$ cat src/core/fpaf_pkg.sv
// Constants for the flash protection and address framing block
// Assumes a 40 MHz system clock and an SPI host clocked far slower
package fpaf_pkg;
	localparam int CLK_SYS_HZ = 40000000;
	localparam int BLOCK_W = 9;
	localparam int SECTOR_W = 4;
	localparam int ADDR_W = 32;
	localparam int LOCK_SECTORS = 16;
	localparam int LOCK_COUNT = 512 + 2 * LOCK_SECTORS;
	localparam logic [7:0] XADDR_RESET = 8'h00;
	localparam logic [7:0] OP_WR_EN = 8'h06;
	localparam logic [7:0] OP_WR_DIS = 8'h04;
	localparam logic [7:0] OP_RD_STATUS1 = 8'h05;
	localparam logic [7:0] OP_RD_STATUS2 = 8'h35;
	localparam logic [7:0] OP_RD_STATUS3 = 8'h15;
	localparam logic [7:0] OP_WR_STATUS1 = 8'h01;
	localparam logic [7:0] OP_WR_STATUS2 = 8'h31;
	localparam logic [7:0] OP_WR_STATUS3 = 8'h11;
	localparam logic [7:0] OP_WR_XADDR = 8'hC5;
	localparam logic [7:0] OP_ENTER_4B = 8'hB7;
	localparam logic [7:0] OP_EXIT_4B = 8'hE9;
	localparam logic [7:0] OP_PROG3 = 8'h02;
	localparam logic [7:0] OP_PROG4 = 8'h12;
	localparam logic [7:0] OP_SE3 = 8'h20;
	localparam logic [7:0] OP_SE4 = 8'h21;
	localparam logic [7:0] OP_BE32 = 8'h52;
	localparam logic [7:0] OP_BE64_3 = 8'hD8;
	localparam logic [7:0] OP_BE64_4 = 8'hDC;
	localparam logic [7:0] OP_CE1 = 8'hC7;
	localparam logic [7:0] OP_CE2 = 8'h60;
	localparam logic [7:0] OP_GLOBAL_LOCK = 8'h7E;
	localparam logic [7:0] OP_GLOBAL_UNLOCK = 8'h98;
	localparam logic [7:0] OP_LOCK3 = 8'h36;
	localparam logic [7:0] OP_UNLOCK3 = 8'h39;
	localparam logic [7:0] OP_READ3 = 8'h03;
	localparam logic [7:0] OP_READ4 = 8'h13;
	localparam logic [3:0] EXTENT_HALF = 4'h9;
	localparam logic [2:0] KIND_NONE = 3'h0;
	localparam logic [2:0] KIND_PROG = 3'h1;
	localparam logic [2:0] KIND_SECTOR = 3'h2;
	localparam logic [2:0] KIND_BLK32 = 3'h3;
	localparam logic [2:0] KIND_BLK64 = 3'h4;
	localparam logic [2:0] KIND_CHIP = 3'h5;
	typedef enum logic [1:0] {FPAF_OPCODE, FPAF_ADDR, FPAF_DATA} fpaf_phase_t;
endpackage

$ cat src/core/fpaf_core.sv
// Functional notes
// - Complement bit set protects exactly the inverse of the selected range.
// - Erase or program touching any protected part is ignored; block erases of the bottom or top block check only that block's own lock bit.
// - Lock bits govern writes only when scheme select is one.
// - All lock bits come up set after power up.
// - Upper-address byte applies only in three-byte mode.
// - Bit 0 of the upper byte, as address bit 24, picks lower or upper half.
// - Four-byte mode after power-on bit or enter opcode ignores upper byte.
// - Any four-byte address in a frame ending on a byte boundary overwrites the upper byte with its top byte.
// - Upper byte clears on power up and on reset.
// - Chip select low starts an instruction; first byte is the opcode.
// - Serial input is sampled on rising link clock, MSB first.
// - Chip select rising ends the instruction; reads may end anywhere.
// - Writes ending off a byte boundary are discarded.
// - While busy only status reads are honoured.
// - Scheme select zero uses complement, top/bottom and extent bits.
// - Power-on address bit chooses starting address mode.
//
// Top of the protection and address framing logic
// Assumes the SPI pins are asynchronous to clk_sys and much slower
`timescale 1ns/1ps
module fpaf_core (
	input wire logic clk_sys,
	input wire logic rst_n,
	input wire logic cs_n,
	input wire logic sclk,
	input wire logic serial_in,
	input wire logic protect_scheme_sel,
	input wire logic protect_invert,
	input wire logic protect_from_bottom,
	input wire logic [3:0] protect_extent,
	input wire logic addr_mode_at_power_on,
	input wire logic op_busy,
	output logic addr_mode_now,
	output logic [7:0] address_top_byte,
	output logic write_enabled,
	output logic cmd_valid,
	output logic [7:0] cmd_opcode,
	output logic [31:0] cmd_address,
	output logic [2:0] cmd_kind,
	output logic cmd_rejected,
	output logic status_read_start
);
	// ****************************************
	// Pin synchronisers
	// ****************************************
	logic cs_level;
	logic cs_rise;
	logic cs_fall;
	logic clk_rise;
	logic din_level;

	fpaf_pin_sync u_cs (.clk_sys(clk_sys), .rst_n(rst_n), .pin(cs_n),
		.level(cs_level), .rise(cs_rise), .fall(cs_fall));
	fpaf_pin_sync u_clk (.clk_sys(clk_sys), .rst_n(rst_n), .pin(sclk),
		.level(), .rise(clk_rise), .fall());
	fpaf_pin_sync u_din (.clk_sys(clk_sys), .rst_n(rst_n), .pin(serial_in),
		.level(din_level), .rise(), .fall());

	// ****************************************
	// Shift and frame state
	// ****************************************
	fpaf_pkg::fpaf_phase_t phase;
	logic [7:0] shreg;
	logic [2:0] bit_cnt;
	logic [7:0] opcode;
	logic [2:0] addr_bytes_got;
	logic [31:0] addr_acc;
	logic [7:0] data_bytes;
	logic ignore_frame;
	logic power_up_done;
	logic [fpaf_pkg::LOCK_COUNT-1:0] lock_bits;

	function automatic logic is_write_op(input logic [7:0] op);
		is_write_op = (op == fpaf_pkg::OP_PROG3) || (op == fpaf_pkg::OP_PROG4) ||
			(op == fpaf_pkg::OP_SE3) || (op == fpaf_pkg::OP_SE4) ||
			(op == fpaf_pkg::OP_BE32) || (op == fpaf_pkg::OP_BE64_3) ||
			(op == fpaf_pkg::OP_BE64_4) || (op == fpaf_pkg::OP_CE1) ||
			(op == fpaf_pkg::OP_CE2) || (op == fpaf_pkg::OP_WR_STATUS1) ||
			(op == fpaf_pkg::OP_WR_STATUS2) || (op == fpaf_pkg::OP_WR_STATUS3) ||
			(op == fpaf_pkg::OP_WR_XADDR) || (op == fpaf_pkg::OP_WR_EN) ||
			(op == fpaf_pkg::OP_WR_DIS) || (op == fpaf_pkg::OP_LOCK3) ||
			(op == fpaf_pkg::OP_UNLOCK3) || (op == fpaf_pkg::OP_GLOBAL_LOCK) ||
			(op == fpaf_pkg::OP_GLOBAL_UNLOCK);
	endfunction

	function automatic logic is_four_byte_op(input logic [7:0] op);
		is_four_byte_op = (op == fpaf_pkg::OP_PROG4) || (op == fpaf_pkg::OP_SE4) ||
			(op == fpaf_pkg::OP_BE64_4) || (op == fpaf_pkg::OP_READ4);
	endfunction

	function automatic logic has_addr(input logic [7:0] op);
		has_addr = is_four_byte_op(op) || (op == fpaf_pkg::OP_PROG3) ||
			(op == fpaf_pkg::OP_SE3) || (op == fpaf_pkg::OP_BE32) ||
			(op == fpaf_pkg::OP_BE64_3) || (op == fpaf_pkg::OP_READ3) ||
			(op == fpaf_pkg::OP_LOCK3) || (op == fpaf_pkg::OP_UNLOCK3);
	endfunction

	function automatic logic [2:0] kind_of(input logic [7:0] op);
		case (op)
			fpaf_pkg::OP_PROG3, fpaf_pkg::OP_PROG4: kind_of = fpaf_pkg::KIND_PROG;
			fpaf_pkg::OP_SE3, fpaf_pkg::OP_SE4: kind_of = fpaf_pkg::KIND_SECTOR;
			fpaf_pkg::OP_BE32: kind_of = fpaf_pkg::KIND_BLK32;
			fpaf_pkg::OP_BE64_3, fpaf_pkg::OP_BE64_4: kind_of = fpaf_pkg::KIND_BLK64;
			fpaf_pkg::OP_CE1, fpaf_pkg::OP_CE2: kind_of = fpaf_pkg::KIND_CHIP;
			default: kind_of = fpaf_pkg::KIND_NONE;
		endcase
	endfunction

	// ****************************************
	// Decode of the current frame
	// ****************************************
	logic byte_done;
	logic [7:0] next_byte;
	logic [2:0] need_bytes;
	logic four_byte_frame;
	logic [31:0] eff_addr;
	logic [fpaf_pkg::BLOCK_W-1:0] tgt_block;
	logic [3:0] tgt_sector;
	logic on_boundary;

	assign byte_done = clk_rise && !cs_level && (bit_cnt == 3'h7);
	assign next_byte = {shreg[6:0], din_level};
	assign four_byte_frame = addr_mode_now || is_four_byte_op(opcode);
	assign need_bytes = four_byte_frame ? 3'h4 : 3'h3;
	// Upper byte only extends three-byte addresses
	assign eff_addr = four_byte_frame ? addr_acc :
		{7'h00, address_top_byte[0], addr_acc[23:0]};
	assign tgt_block = eff_addr[24:16];
	assign tgt_sector = eff_addr[15:12];
	assign on_boundary = (bit_cnt == 3'h0);

	// ****************************************
	// Protection check
	// ****************************************
	logic [fpaf_pkg::BLOCK_W-1:0] rng_lo;
	logic [fpaf_pkg::BLOCK_W-1:0] rng_hi;
	logic rng_none;
	logic [2:0] kind;
	logic [fpaf_pkg::BLOCK_W-1:0] span_lo;
	logic [fpaf_pkg::BLOCK_W-1:0] span_hi;
	logic range_hit;
	logic lock_hit;
	logic protected_hit;
	logic edge_block;
	logic blk_lock;
	logic sec_lock;
	logic any_lock;
	logic [5:0] sec_base;

	fpaf_range_decode u_range (.protect_invert(protect_invert),
		.protect_from_bottom(protect_from_bottom), .protect_extent(protect_extent),
		.lo_block(rng_lo), .hi_block(rng_hi), .none(rng_none));

	assign kind = kind_of(opcode);
	assign span_lo = (kind == fpaf_pkg::KIND_CHIP) ? 9'h000 : tgt_block;
	assign span_hi = (kind == fpaf_pkg::KIND_CHIP) ? 9'h1FF : tgt_block;
	assign range_hit = !rng_none && (span_lo <= rng_hi) && (span_hi >= rng_lo);
	// Bottom and top blocks are locked per 4 KB sector
	assign edge_block = (tgt_block == 9'h000) || (tgt_block == 9'h1FF);
	assign sec_base = (tgt_block == 9'h000) ? 6'h00 : 6'(fpaf_pkg::LOCK_SECTORS);
	assign blk_lock = lock_bits[tgt_block];
	assign sec_lock = lock_bits[10'h200 + 10'(sec_base) + 10'(tgt_sector)];
	assign any_lock = |lock_bits;
	assign lock_hit = (kind == fpaf_pkg::KIND_CHIP) ? any_lock :
		(edge_block && kind <= fpaf_pkg::KIND_SECTOR) ? sec_lock : blk_lock;
	assign protected_hit = protect_scheme_sel ? lock_hit : range_hit;

	// ****************************************
	// Frame sequencing
	// ****************************************
	logic frame_end;
	logic frame_whole;
	logic accept;

	assign frame_end = cs_rise && !ignore_frame && (phase != fpaf_pkg::FPAF_OPCODE);
	assign frame_whole = frame_end && on_boundary;
	// Latched writes need a whole byte count; busy frames never end
	assign accept = frame_whole && write_enabled;

	always_ff @(posedge clk_sys) begin
		if (!rst_n || cs_level) begin
			bit_cnt <= 3'h0;
			shreg <= 8'h00;
		end else if (clk_rise) begin
			bit_cnt <= bit_cnt + 3'h1;
			shreg <= next_byte;
		end
	end

	always_ff @(posedge clk_sys) begin
		if (!rst_n) begin
			phase <= fpaf_pkg::FPAF_OPCODE;
			opcode <= 8'h00;
			addr_bytes_got <= 3'h0;
			addr_acc <= 32'h0000_0000;
			data_bytes <= 8'h00;
			ignore_frame <= 1'b0;
		end else if (cs_fall) begin
			phase <= fpaf_pkg::FPAF_OPCODE;
			addr_bytes_got <= 3'h0;
			addr_acc <= 32'h0000_0000;
			data_bytes <= 8'h00;
			ignore_frame <= 1'b0;
		end else if (byte_done) begin
			case (phase)
				fpaf_pkg::FPAF_OPCODE: begin
					opcode <= next_byte;
					ignore_frame <= op_busy && (next_byte != fpaf_pkg::OP_RD_STATUS1) &&
						(next_byte != fpaf_pkg::OP_RD_STATUS2) &&
						(next_byte != fpaf_pkg::OP_RD_STATUS3);
					phase <= has_addr(next_byte) ? fpaf_pkg::FPAF_ADDR : fpaf_pkg::FPAF_DATA;
				end
				fpaf_pkg::FPAF_ADDR: begin
					addr_acc <= {addr_acc[23:0], next_byte};
					addr_bytes_got <= addr_bytes_got + 3'h1;
					if (addr_bytes_got + 3'h1 == need_bytes) begin
						phase <= fpaf_pkg::FPAF_DATA;
					end
				end
				fpaf_pkg::FPAF_DATA: begin
					data_bytes <= next_byte;
				end
				default: phase <= fpaf_pkg::FPAF_OPCODE;
			endcase
		end
	end

	// ****************************************
	// Address mode and upper-address byte
	// ****************************************
	always_ff @(posedge clk_sys) begin
		if (!rst_n) begin
			power_up_done <= 1'b0;
			addr_mode_now <= 1'b0;
			address_top_byte <= fpaf_pkg::XADDR_RESET;
		end else if (!power_up_done) begin
			power_up_done <= 1'b1;
			addr_mode_now <= addr_mode_at_power_on;
		end else if (frame_whole && opcode == fpaf_pkg::OP_ENTER_4B) begin
			addr_mode_now <= 1'b1;
		end else if (frame_whole && opcode == fpaf_pkg::OP_EXIT_4B) begin
			addr_mode_now <= 1'b0;
		end else if (accept && opcode == fpaf_pkg::OP_WR_XADDR &&
			phase == fpaf_pkg::FPAF_DATA) begin
			address_top_byte <= data_bytes;
		end else if (frame_end && on_boundary && phase == fpaf_pkg::FPAF_DATA &&
			has_addr(opcode) && four_byte_frame) begin
			address_top_byte <= addr_acc[31:24];
		end
	end

	// ****************************************
	// Write latch, locks and command output
	// ****************************************
	logic exec_write;
	logic is_array_op;

	assign is_array_op = (kind != fpaf_pkg::KIND_NONE);
	assign exec_write = accept && (!is_array_op || !protected_hit);

	always_ff @(posedge clk_sys) begin
		if (!rst_n) begin
			lock_bits <= '1;
		end else if (accept && opcode == fpaf_pkg::OP_GLOBAL_LOCK) begin
			lock_bits <= '1;
		end else if (accept && opcode == fpaf_pkg::OP_GLOBAL_UNLOCK) begin
			lock_bits <= '0;
		end else if (accept && phase == fpaf_pkg::FPAF_DATA &&
			(opcode == fpaf_pkg::OP_LOCK3 || opcode == fpaf_pkg::OP_UNLOCK3)) begin
			if (edge_block) begin
				lock_bits[10'h200 + 10'(sec_base) + 10'(tgt_sector)] <=
					(opcode == fpaf_pkg::OP_LOCK3);
			end else begin
				lock_bits[tgt_block] <= (opcode == fpaf_pkg::OP_LOCK3);
			end
		end
	end

	always_ff @(posedge clk_sys) begin
		if (!rst_n) begin
			write_enabled <= 1'b0;
		end else if (frame_end && on_boundary && opcode == fpaf_pkg::OP_WR_EN) begin
			write_enabled <= 1'b1;
		end else if (frame_end && on_boundary && is_write_op(opcode)) begin
			write_enabled <= 1'b0;
		end
	end

	always_ff @(posedge clk_sys) begin
		if (!rst_n) begin
			cmd_valid <= 1'b0;
			cmd_opcode <= 8'h00;
			cmd_address <= 32'h0000_0000;
			cmd_kind <= fpaf_pkg::KIND_NONE;
			cmd_rejected <= 1'b0;
			status_read_start <= 1'b0;
		end else begin
			cmd_valid <= exec_write && is_array_op && phase == fpaf_pkg::FPAF_DATA;
			cmd_rejected <= accept && is_array_op && protected_hit &&
				phase == fpaf_pkg::FPAF_DATA;
			status_read_start <= byte_done && phase == fpaf_pkg::FPAF_OPCODE &&
				(next_byte == fpaf_pkg::OP_RD_STATUS1);
			if (frame_end) begin
				cmd_opcode <= opcode;
				cmd_address <= eff_addr;
				cmd_kind <= kind;
			end
		end
	end
endmodule

$ cat src/core/fpaf_pin_sync.sv
// Two-stage synchroniser with an edge finder behind the second stage
// Assumes the input changes slowly next to clk_sys
`timescale 1ns/1ps
module fpaf_pin_sync (
	input wire logic clk_sys,
	input wire logic rst_n,
	input wire logic pin,
	output logic level,
	output logic rise,
	output logic fall
);
	logic stage1;
	logic stage2;
	logic stage3;
	logic armed;
	// Stages track the pin through reset, so no false edge follows it
	always_ff @(posedge clk_sys) begin
		stage1 <= pin;
		stage2 <= stage1;
		stage3 <= stage2;
	end
	always_ff @(posedge clk_sys) begin
		if (!rst_n) begin
			armed <= 1'b0;
		end else begin
			armed <= 1'b1;
		end
	end
	assign level = stage2;
	assign rise = armed & stage2 & ~stage3;
	assign fall = armed & ~stage2 & stage3;
endmodule

$ cat src/core/fpaf_range_decode.sv
// Range protection decode for the status-bit scheme
// Assumes a 512-block array of 64 KB blocks
`timescale 1ns/1ps
module fpaf_range_decode (
	input wire logic protect_invert,
	input wire logic protect_from_bottom,
	input wire logic [3:0] protect_extent,
	output logic [fpaf_pkg::BLOCK_W-1:0] lo_block,
	output logic [fpaf_pkg::BLOCK_W-1:0] hi_block,
	output logic none
);
	logic all_codes;
	logic [fpaf_pkg::BLOCK_W:0] count;
	logic [fpaf_pkg::BLOCK_W-1:0] raw_lo;
	logic [fpaf_pkg::BLOCK_W-1:0] raw_hi;
	logic raw_none;
	logic raw_all;
	assign all_codes = protect_extent > fpaf_pkg::EXTENT_HALF;
	assign count = (10'h001 << (protect_extent - 4'h1));
	assign raw_none = (protect_extent == 4'h0);
	assign raw_all = all_codes;
	assign raw_lo = protect_from_bottom ? 9'h000 : 9'(10'h200 - count);
	assign raw_hi = protect_from_bottom ? 9'(count - 10'h001) : 9'h1FF;
	// Complement of a bottom range is the top remainder and vice versa
	assign none = protect_invert ? raw_all : raw_none;
	assign lo_block = protect_invert ? (raw_none ? 9'h000 : (protect_from_bottom ?
		9'(raw_hi + 9'h001) : 9'h000)) : (raw_all ? 9'h000 : raw_lo);
	assign hi_block = protect_invert ? (raw_none ? 9'h1FF : (protect_from_bottom ?
		9'h1FF : 9'(raw_lo - 9'h001))) : (raw_all ? 9'h1FF : raw_hi);
endmodule

$ cat config.mk
export PLATFORM = sky130hd
export DESIGN_NAME = fpaf_core
export DESIGN_NICKNAME = d
export VERILOG_FILES = /design/src/core/fpaf_pkg.sv /design/src/core/fpaf_core.sv /design/src/core/fpaf_pin_sync.sv /design/src/core/fpaf_range_decode.sv
export SDC_FILE = /design/constraint.sdc
export NUM_CORES = 2
export LEC_CHECK = 0
export BUFFER_PORTS_ARGS = -buffer_cell sky130_fd_sc_hd__buf_2
export CORE_ASPECT_RATIO = 1.5
export CORE_UTILIZATION = 30
export CTS_CLUSTER_DIAMETER = 40
export CTS_CLUSTER_SIZE = 10
export DETAILED_ROUTE_END_ITERATION = 8
export GPL_TIMING_DRIVEN = 0
export PLACE_DENSITY = 0.48
export SETUP_SLACK_MARGIN = 0.2
export SLEW_MARGIN = 10
export SYNTH_ARGS = -nofsm -noshare
export SYNTH_HDL_FRONTEND = slang
export SYNTH_SLANG_ARGS = --single-unit
$ cat constraint.sdc
create_clock -name clk_sys -period 3.9 [get_ports clk_sys]
set_input_delay 0.78 -clock clk_sys [delete_from_list [all_inputs] [get_ports clk_sys]]
set_output_delay 0.78 -clock clk_sys [all_outputs]
set_load 0.01 [all_outputs]
Word level (Yosys, flattened, before mapping)
Cells that the tools add are included.
{"block": "totals", "regBits": 673, "inputBits": 14, "elab_cells": 255}
{"block": "op_classes", "mux": 44, "n_addsub": 9, "eq_ne": 46, "reduce_logical": 106, "order_cmp": 8, "shifts": 1, "n_bitwise": 14}
{"cell": "$mux W544", "count": 3}
{"cell": "$bwmux W544", "count": 2}
{"cell": "$reduce_or A544 Y1", "count": 1}
{"cell": "$mux W9", "count": 12}
{"cell": "$eq A8 B6 Y1 const B", "count": 9}
{"cell": "$eq A8 B8 Y1 const B", "count": 9}
{"cell": "$logic_or A1 B1 Y1", "count": 43}
{"cell": "$eq A8 B5 Y1 const B", "count": 5}
{"cell": "$logic_and A1 B1 Y1", "count": 35}
{"cell": "$eq A8 B2 Y1 const B", "count": 4}
{"cell": "$eq A8 B7 Y1 const B", "count": 4}
{"cell": "$mux W32", "count": 1}
{"cell": "$eq A8 B3 Y1 const B", "count": 3}
{"cell": "$sub A9 B1 Y9 const B", "count": 2}
{"cell": "$mux W8", "count": 2}
{"cell": "$pmux W3 S5", "count": 1}
{"cell": "$mux W1", "count": 14}
{"cell": "$reduce_or A2 Y1", "count": 6}
{"cell": "$lt A10 B11 Y1 const B", "count": 1}
{"cell": "$lt A9 B11 Y1 const B", "count": 1}
{"cell": "$add A10 B4 Y10", "count": 1}
{"cell": "$add A10 B5 Y10 const A", "count": 1}
{"cell": "$bmux W1 S10", "count": 1}
{"cell": "$demux W1 S10", "count": 1}
{"cell": "other kinds (40)", "count": 66}

Depth between registers and ports, before layout
{"block": "logic_depth", "ltp_word": 22, "depth_mapped": 20, "depth_no_buf": 19}

Modules after synthesis
A second synthesis with hierarchy kept.
{"block": "hier_totals", "cells_unflattened": 4043, "hier_area_um2": 35913.2}
{"module": "fpaf_core", "area_per_inst_um2": 34758.3, "instances": 1, "cells_per_inst": 3893}
{"module": "fpaf_range_decode", "area_per_inst_um2": 862.1, "instances": 1, "cells_per_inst": 132}
{"module": "fpaf_pin_sync", "area_per_inst_um2": 97.6, "instances": 3, "cells_per_inst": 6}

Worst setup path after synthesis
Ideal clock, no wire load.
{"block": "synth_timing", "kind": "input -> register", "start": "input protect_extent[1]", "end": "register cmd_rejected", "cell_stages": 20, "setup_ps": 66, "slack_ps": -237, "required_time_ps": 3834, "t_arrival_ps": 4071, "path_cell_list": "clkbuf_1 nand2b_1 nor3_1 inv_1 ha_1 nor2_1 a221o_1 o21a_1 o21ai_0 nor3b_1 xnor2_1 o22ai_1 ha_1 nor2b_1 a2111oi_0 o21ai_0 o221ai_1 nand4_1 o21ai_1 nor2b_1"}
{"block": "synth_between", "elab_chain_len": 14, "elab_cells_between_ends": 27, "classes_between": "add/sub: 5; order compare: 3; shift: 1; mux: 12; reduce/logical: 6"}
{"item": "from (decl)", "line": "fpaf_core.sv:31", "text": "input wire logic [3:0] protect_extent,"}
{"item": "$sub A4 B1 Y4", "line": "fpaf_range_decode.sv:19", "text": "assign count = (10'h001 << (protect_extent - 4'h1));"}
{"item": "$shl A1 B4 Y9", "line": "fpaf_range_decode.sv:19"}
{"item": "$sub A1 B9 Y9", "line": "fpaf_range_decode.sv:22", "text": "assign raw_lo = protect_from_bottom ? 9'h000 : 9'(10'h200 - count);"}
{"item": "$mux W9", "line": "fpaf_range_decode.sv:22"}
{"item": "$sub A9 B1 Y9", "line": "fpaf_range_decode.sv:29", "text": "9'h1FF : 9'(raw_lo - 9'h001))) : (raw_all ? 9'h1FF : raw_hi);"}
{"item": "$mux W9 (3 in a row)", "line": "fpaf_range_decode.sv:28", "text": "assign hi_block = protect_invert ? (raw_none ? 9'h1FF : (protect_from_bottom ?"}
{"item": "$le A9 B9 Y1", "line": "fpaf_core.sv:158", "text": "assign range_hit = !rng_none && (span_lo <= rng_hi) && (span_hi >= rng_lo);"}
{"item": "$logic_and A1 B1 Y1", "line": "fpaf_core.sv:158"}
{"item": "$logic_and A1 B1 Y1 (*)", "line": "fpaf_core.sv:158"}
{"item": "$mux W1 (*)", "line": "fpaf_core.sv:167", "text": "assign protected_hit = protect_scheme_sel ? lock_hit : range_hit;"}
{"item": "$logic_and A1 B1 Y1 (*) (2 in a row)", "line": "fpaf_core.sv:300", "text": "cmd_rejected <= accept && is_array_op && protected_hit &&"}
{"item": "to (signal assigned)", "line": "fpaf_core.sv:300"}
{"item": "to (decl)", "line": "fpaf_core.sv:41", "text": "output logic cmd_rejected,"}
Mark *: on every way between the ends. The rest lies on a longest branch, timed or not.
A chain may end at the register's enable or synchronous reset.

Worst setup path after layout
{"block": "layout_timing", "start": "register addr_acc[19]", "end": "register cmd_rejected"}
{"block": "layout_between", "elab_chain_len": 12, "elab_cells_between_ends": 23, "classes_between": "add/sub: 2; order compare: 2; eq/ne: 1; mux: 11; reduce/logical: 7"}
{"item": "from (decl)", "line": "fpaf_core.sv:68", "text": "logic [31:0] addr_acc;"}
{"item": "from (signal assigned)", "line": "fpaf_core.sv:215", "text": "addr_acc <= {addr_acc[23:0], next_byte};"}
{"item": "$mux W32 (*)", "line": "fpaf_core.sv:127", "text": "assign eff_addr = four_byte_frame ? addr_acc :"}
{"item": "$logic_not A9 Y1", "line": "fpaf_core.sv:160, fpaf_core.sv:161"}
{"item": "$mux W5", "line": "fpaf_core.sv:161", "text": "assign sec_base = (tgt_block == 9'h000) ? 6'h00 : 6'(fpaf_pkg::LOCK_SECTORS);"}
{"item": "$add A10 B5 Y10", "line": "fpaf_core.sv:163", "text": "assign sec_lock = lock_bits[10'h200 + 10'(sec_base) + 10'(tgt_sector)];"}
{"item": "$add A10 B4 Y10", "line": "fpaf_core.sv:163"}
{"item": "$bmux W1 S10", "line": "fpaf_core.sv:163"}
{"item": "$mux W1 (not written as such)", "line": "fpaf_core.sv:163"}
{"item": "$mux W1", "line": "fpaf_core.sv:166", "text": "(edge_block && kind <= fpaf_pkg::KIND_SECTOR) ? sec_lock : blk_lock;"}
{"item": "$mux W1", "line": "fpaf_core.sv:165", "text": "assign lock_hit = (kind == fpaf_pkg::KIND_CHIP) ? any_lock :"}
{"item": "$mux W1 (*)", "line": "fpaf_core.sv:167"}
{"item": "$logic_and A1 B1 Y1 (*) (2 in a row)", "line": "fpaf_core.sv:300"}
Mark *: on every way between the ends. The rest lies on a longest branch, timed or not. The select of a mux whose other input is x is not followed.

==> out/summary.txt <==
====================================================================================
Number of global-route vias before repair                                     36,600
Count of state elements after synthesis                                          673
Number of setup violations in the final report                                     0
Port-buffer cells                                                                 66
# H-tree levels                                                                    3
Clock Power Share                                                              58.8%
Total placed cells including tap cells                                         5,722
Antenna-violating nets left                                                        0
Min-delay src                                                                   sclk
TritonCTS sink count                                                             673
Critical path arrival                                                        4.41 ns
Post-Synthesis Net Count                                                       4,154
Number of antenna violations at the first check in global routing                  6
Outcome                                                                 finished, final reports clean
Worst Hold Margin                                                           0.164 ns
Number of synthesized flops with an enable pin                                     0
CTS Buf Count                                                                    106
Startpoint-to-endpoint class of the critical path                         reg -> reg
Total DRC errors in the routed layout                                              0
Max-slew violations                                                                0
Instance count of the mapped netlist                                           4,114
CP Capture Type                                                            flip-flop
Largest fanout of any net on the critical path                                    10
Switching share of power                                                       23.1%
Clock tree from TritonCTS                                                        yes
Proportion of power drawn by combinational gates                                2.0%
DRC violation total after the first TritonRoute iteration                      4,293
Met3 Track Usage GR                                                            8.06%
Synth async-reset ratio                                                           0%
Total number of yosys warnings                                                     0
Effective utilization at floorplan                                             30.3%
Data required time at the worst endpoint                                     4.52 ns
Final total power                                                           0.0176 W
Count of cells along the worst register-to-register path                          12
Die Footprint                                                              0.118 mm²
Clock tree root driver cell                                                clkbuf_16
Final Hold Fails                                                                   0
Util after Layout                                                              36.5%
Synthesized area per cell                                                   8.47 µm²
Hold-fix buffers at CTS                                                            0
Met2 Track Usage GR                                                            51.6%
Post-synthesis to final-layout area growth                                     20.1%
Type of the most critical hold path                                        in -> reg
Area contributors post-synth                                            dfxtp_1 (39%), o211ai_1 (12%), a21oi_1 (8.8%)
Register area share after synthesis                                            38.7%
Top cell type by total area after synthesis                                  dfxtp_1
Instance count along the most critical hold path                                   1
GRT busiest layer                                                               met2
Number of iterations in the first detailed-routing pass                            8
VDD IR max                                                                0.000361 V
Core Footprint                                                             0.115 mm²
Detail Placement HPWL                                                         130 mm
Source-to-sink clock delay at the later pin of the worst-skew pair           0.75 ns
Weighted congestion at the end of routability-driven global placement          0.994
Power density of the placed cells                                         420 mW/mm²
Clock transition at the registers of the reported paths                      0.05 ns
Fin crit period                                                              3.79 ns
Vias per std cell                                                               6.36
Number of distinct library cells after synthesis                                  75
Unrepaired setup endpoints after global routing                                  yes
WL per Instance                                                              32.1 µm
Total number of vias                                                          37,600
Cell area after placement                                                 0.0372 mm²
Reported net switching power                                               0.00406 W
Area share of the largest cell type after synthesis                            38.7%
Most common flop cell mapped by yosys                                        dfxtp_1
Endpoint of the worst hold-timing path                                  u_clk.stage1
Critical register-to-register path startpoint                           addr_acc[19]
Total internal power                                                        0.0135 W
Maximum clock path buffer count                                                    3
Final cell area excluding filler cells                                    0.0419 mm²
Leakage power                                                                12.7 nW
Met1 Usage GRT                                                                 34.6%
Number of nets in the layout                                                   4,336
Final instance count without filler cells                                      5,923
Endpoint of the lowest-slack register-to-register path                  cmd_rejected
Die Ht                                                                        419 µm
Setup clock skew after layout                                              0.0435 ns
Count of pins on the block boundary                                               70
Upper clock frequency limit                                                0.264 GHz
Reg power frac                                                                 39.2%
Total grt overflow                                                                 0
Floorplan row count                                                              152
Count of maximum capacitance violations                                            0
Fraction of layout instances using a drive strength above 1                    16.1%
Global-route wire length before repair                                        269 mm
Tightest Pin Transition                                                      1.34 ns
Element type at the critical path start                                    flip-flop
FF-to-FF setup slack                                                         0.11 ns
GRT Total Usage                                                                31.6%
Overall die width                                                             280 µm
Detailed Route WL                                                             190 mm
Slew margin rel.                                                               10.8%
Cell Area, Synth                                                          0.0349 mm²
Maximum number of pins on one net before global-route repair                      15
Share of the clock period used by the worst path                               97.2%
====================================================================================
## through the flow
stage          setup TNS [ns]  setup WS (ns)
6_report                    0          0.109
5_1_grt                     0          0.126
4_1_cts                     0          0.106
3_5_place_dp          -482.97          -1.42
3_3_place_gp          -608.50          -1.44
2_1_floorplan               0          0.200
## how the worst max path moves through the flow
stage               cells after the start           end  slack [ns]               from
CTS                                    14  cmd_rejected        0.11       addr_acc[16]
floorplan                              20  cmd_rejected        0.20  protect_extent[1]
global placement                       11  cmd_rejected       -1.44       addr_acc[19]
detailed placement                     11  cmd_rejected       -1.42       addr_acc[19]
finish                                 12  cmd_rejected        0.11       addr_acc[19]
global route                           14  cmd_rejected        0.13          opcode[6]
## layout make-up
type | instances | area, µm²
well taps | 1540 | 1930
inverters | 20 | 76.3
clock buffers | 132 | 2860
flip-flops and latches | 673 | 13500
plain buffers | 472 | 2460
fillers | 12000 | 73000
repair buffers | 76 | 425
multi-input cells | 2947 | 19700
diodes | 3 | 7.51
clock inverters | 60 | 910
## cells in the mapped netlist (48+ instances only)
master / number
buf_2: 85
mux4_2: 121
o21ai_0: 572
a21oi_1: 613
dfxtp_1: 673
nand3_1: 48
clkbuf_1: 358
mux2i_1: 62
nand2_1: 291
nand4_1: 48
o211ai_1: 546
nor2_1: 128
nor4_1: 151
## cells in the final DEF (no fill, tap or decap), drive strengths merged, types with 6 or more instances in the layout
| cell | instances |
|---|---|
| buf | 187 |
| a31oi | 15 |
| nor2b | 31 |
| a2111oi | 6 |
| mux4 | 121 |
| nor3 | 25 |
| nor3b | 6 |
| o21a | 6 |
| ha | 26 |
| a21boi | 40 |
| inv | 26 |
| clkinv | 26 |
| xor2 | 6 |
| a21oi | 615 |
| xnor2 | 12 |
| nand2b | 27 |
| clkinvlp | 8 |
| or2 | 6 |
| mux2 | 8 |
| mux2i | 62 |
| a22oi | 28 |
| o211ai | 546 |
| bufinv | 20 |
| dfxtp | 673 |
| a211oi | 6 |
| nand3 | 48 |
| nor2 | 129 |
| o21ai | 579 |
| nand4 | 48 |
| clkbuf | 493 |
| a221oi | 9 |
| o22ai | 10 |
| o211a | 11 |
| nand2 | 302 |
| nor4 | 152 |
| and2 | 13 |
## per-layer routing
| metal | vias to the layer above | routed length [µm] | share of wire, % |
|---|---|---|---|
| li1 | 16100 | - | - |
| met1 | 18400 | 66900 | 35 |
| met2 | 2300 | 88200 | 46 |
| met3 | 827 | 17900 | 9.4 |
| met4 | 6 | 17300 | 9.1 |
| met5 | - | 39 | 0.020 |
## critical path: stages, from the launching register on
cell	delay [ns]
dfxtp_1	0.42
buf_2	0.36
buf_6	0.32
buf_4	0.36
buf_6	0.30
mux4_2	0.36
o21ai_0	0.42
nand3_1	0.13
nand4_1	0.24
nand4_1	0.22
a31oi_1	0.29
o21ai_2	0.09
nor2b_1	0.13
## logic make-up (layout without fill, tap and decap cells)
group	Yosys count	after routing	share of synthesized area, %
AOI/OAI and AO/OA	1903	1903	32.6
buffers and inverters	494	760	5.83
and+or+nand+nor	809	809	11.6
xor gates and xnor gates	18	18	0.452
adders and majority gates	26	26	0.933
muxes	191	191	9.86
DFF	673	673	38.7
other	0	3	0
## registers in the layout (all words and copies together) (netlist names), 2 cells and up
name              cells
bit_cnt               3
address_top_byte      8
shreg                 7
addr_acc             32
cmd_kind              3
addr_bytes_got        3
lock_bits           544
phase                 2
cmd_address          32
cmd_opcode            8
data_bytes            8
opcode                8
## power groups by stage
| stage | logic [W] | clock network, W | registers [W] |
|---|---|---|---|
| floorplan | 0.000220 | 0 | 0.00704 |
| global placement | 0.000335 | 0 | 0.00704 |
| detailed placement | 0.000333 | 0 | 0.00704 |
| CTS | 0.000334 | 0.0104 | 0.00689 |
| global route | 0.000369 | 0.0107 | 0.00689 |
| finish | 0.000346 | 0.0103 | 0.00689 |
## what timing repair did
item                                    in CTS  in global routing
setup buffers                                4                  4
endpoints found under the setup margin     544                525
pin swaps                                    4                  8
gates resized for setup                    225                134
Power figures use the tool's default switching activity.
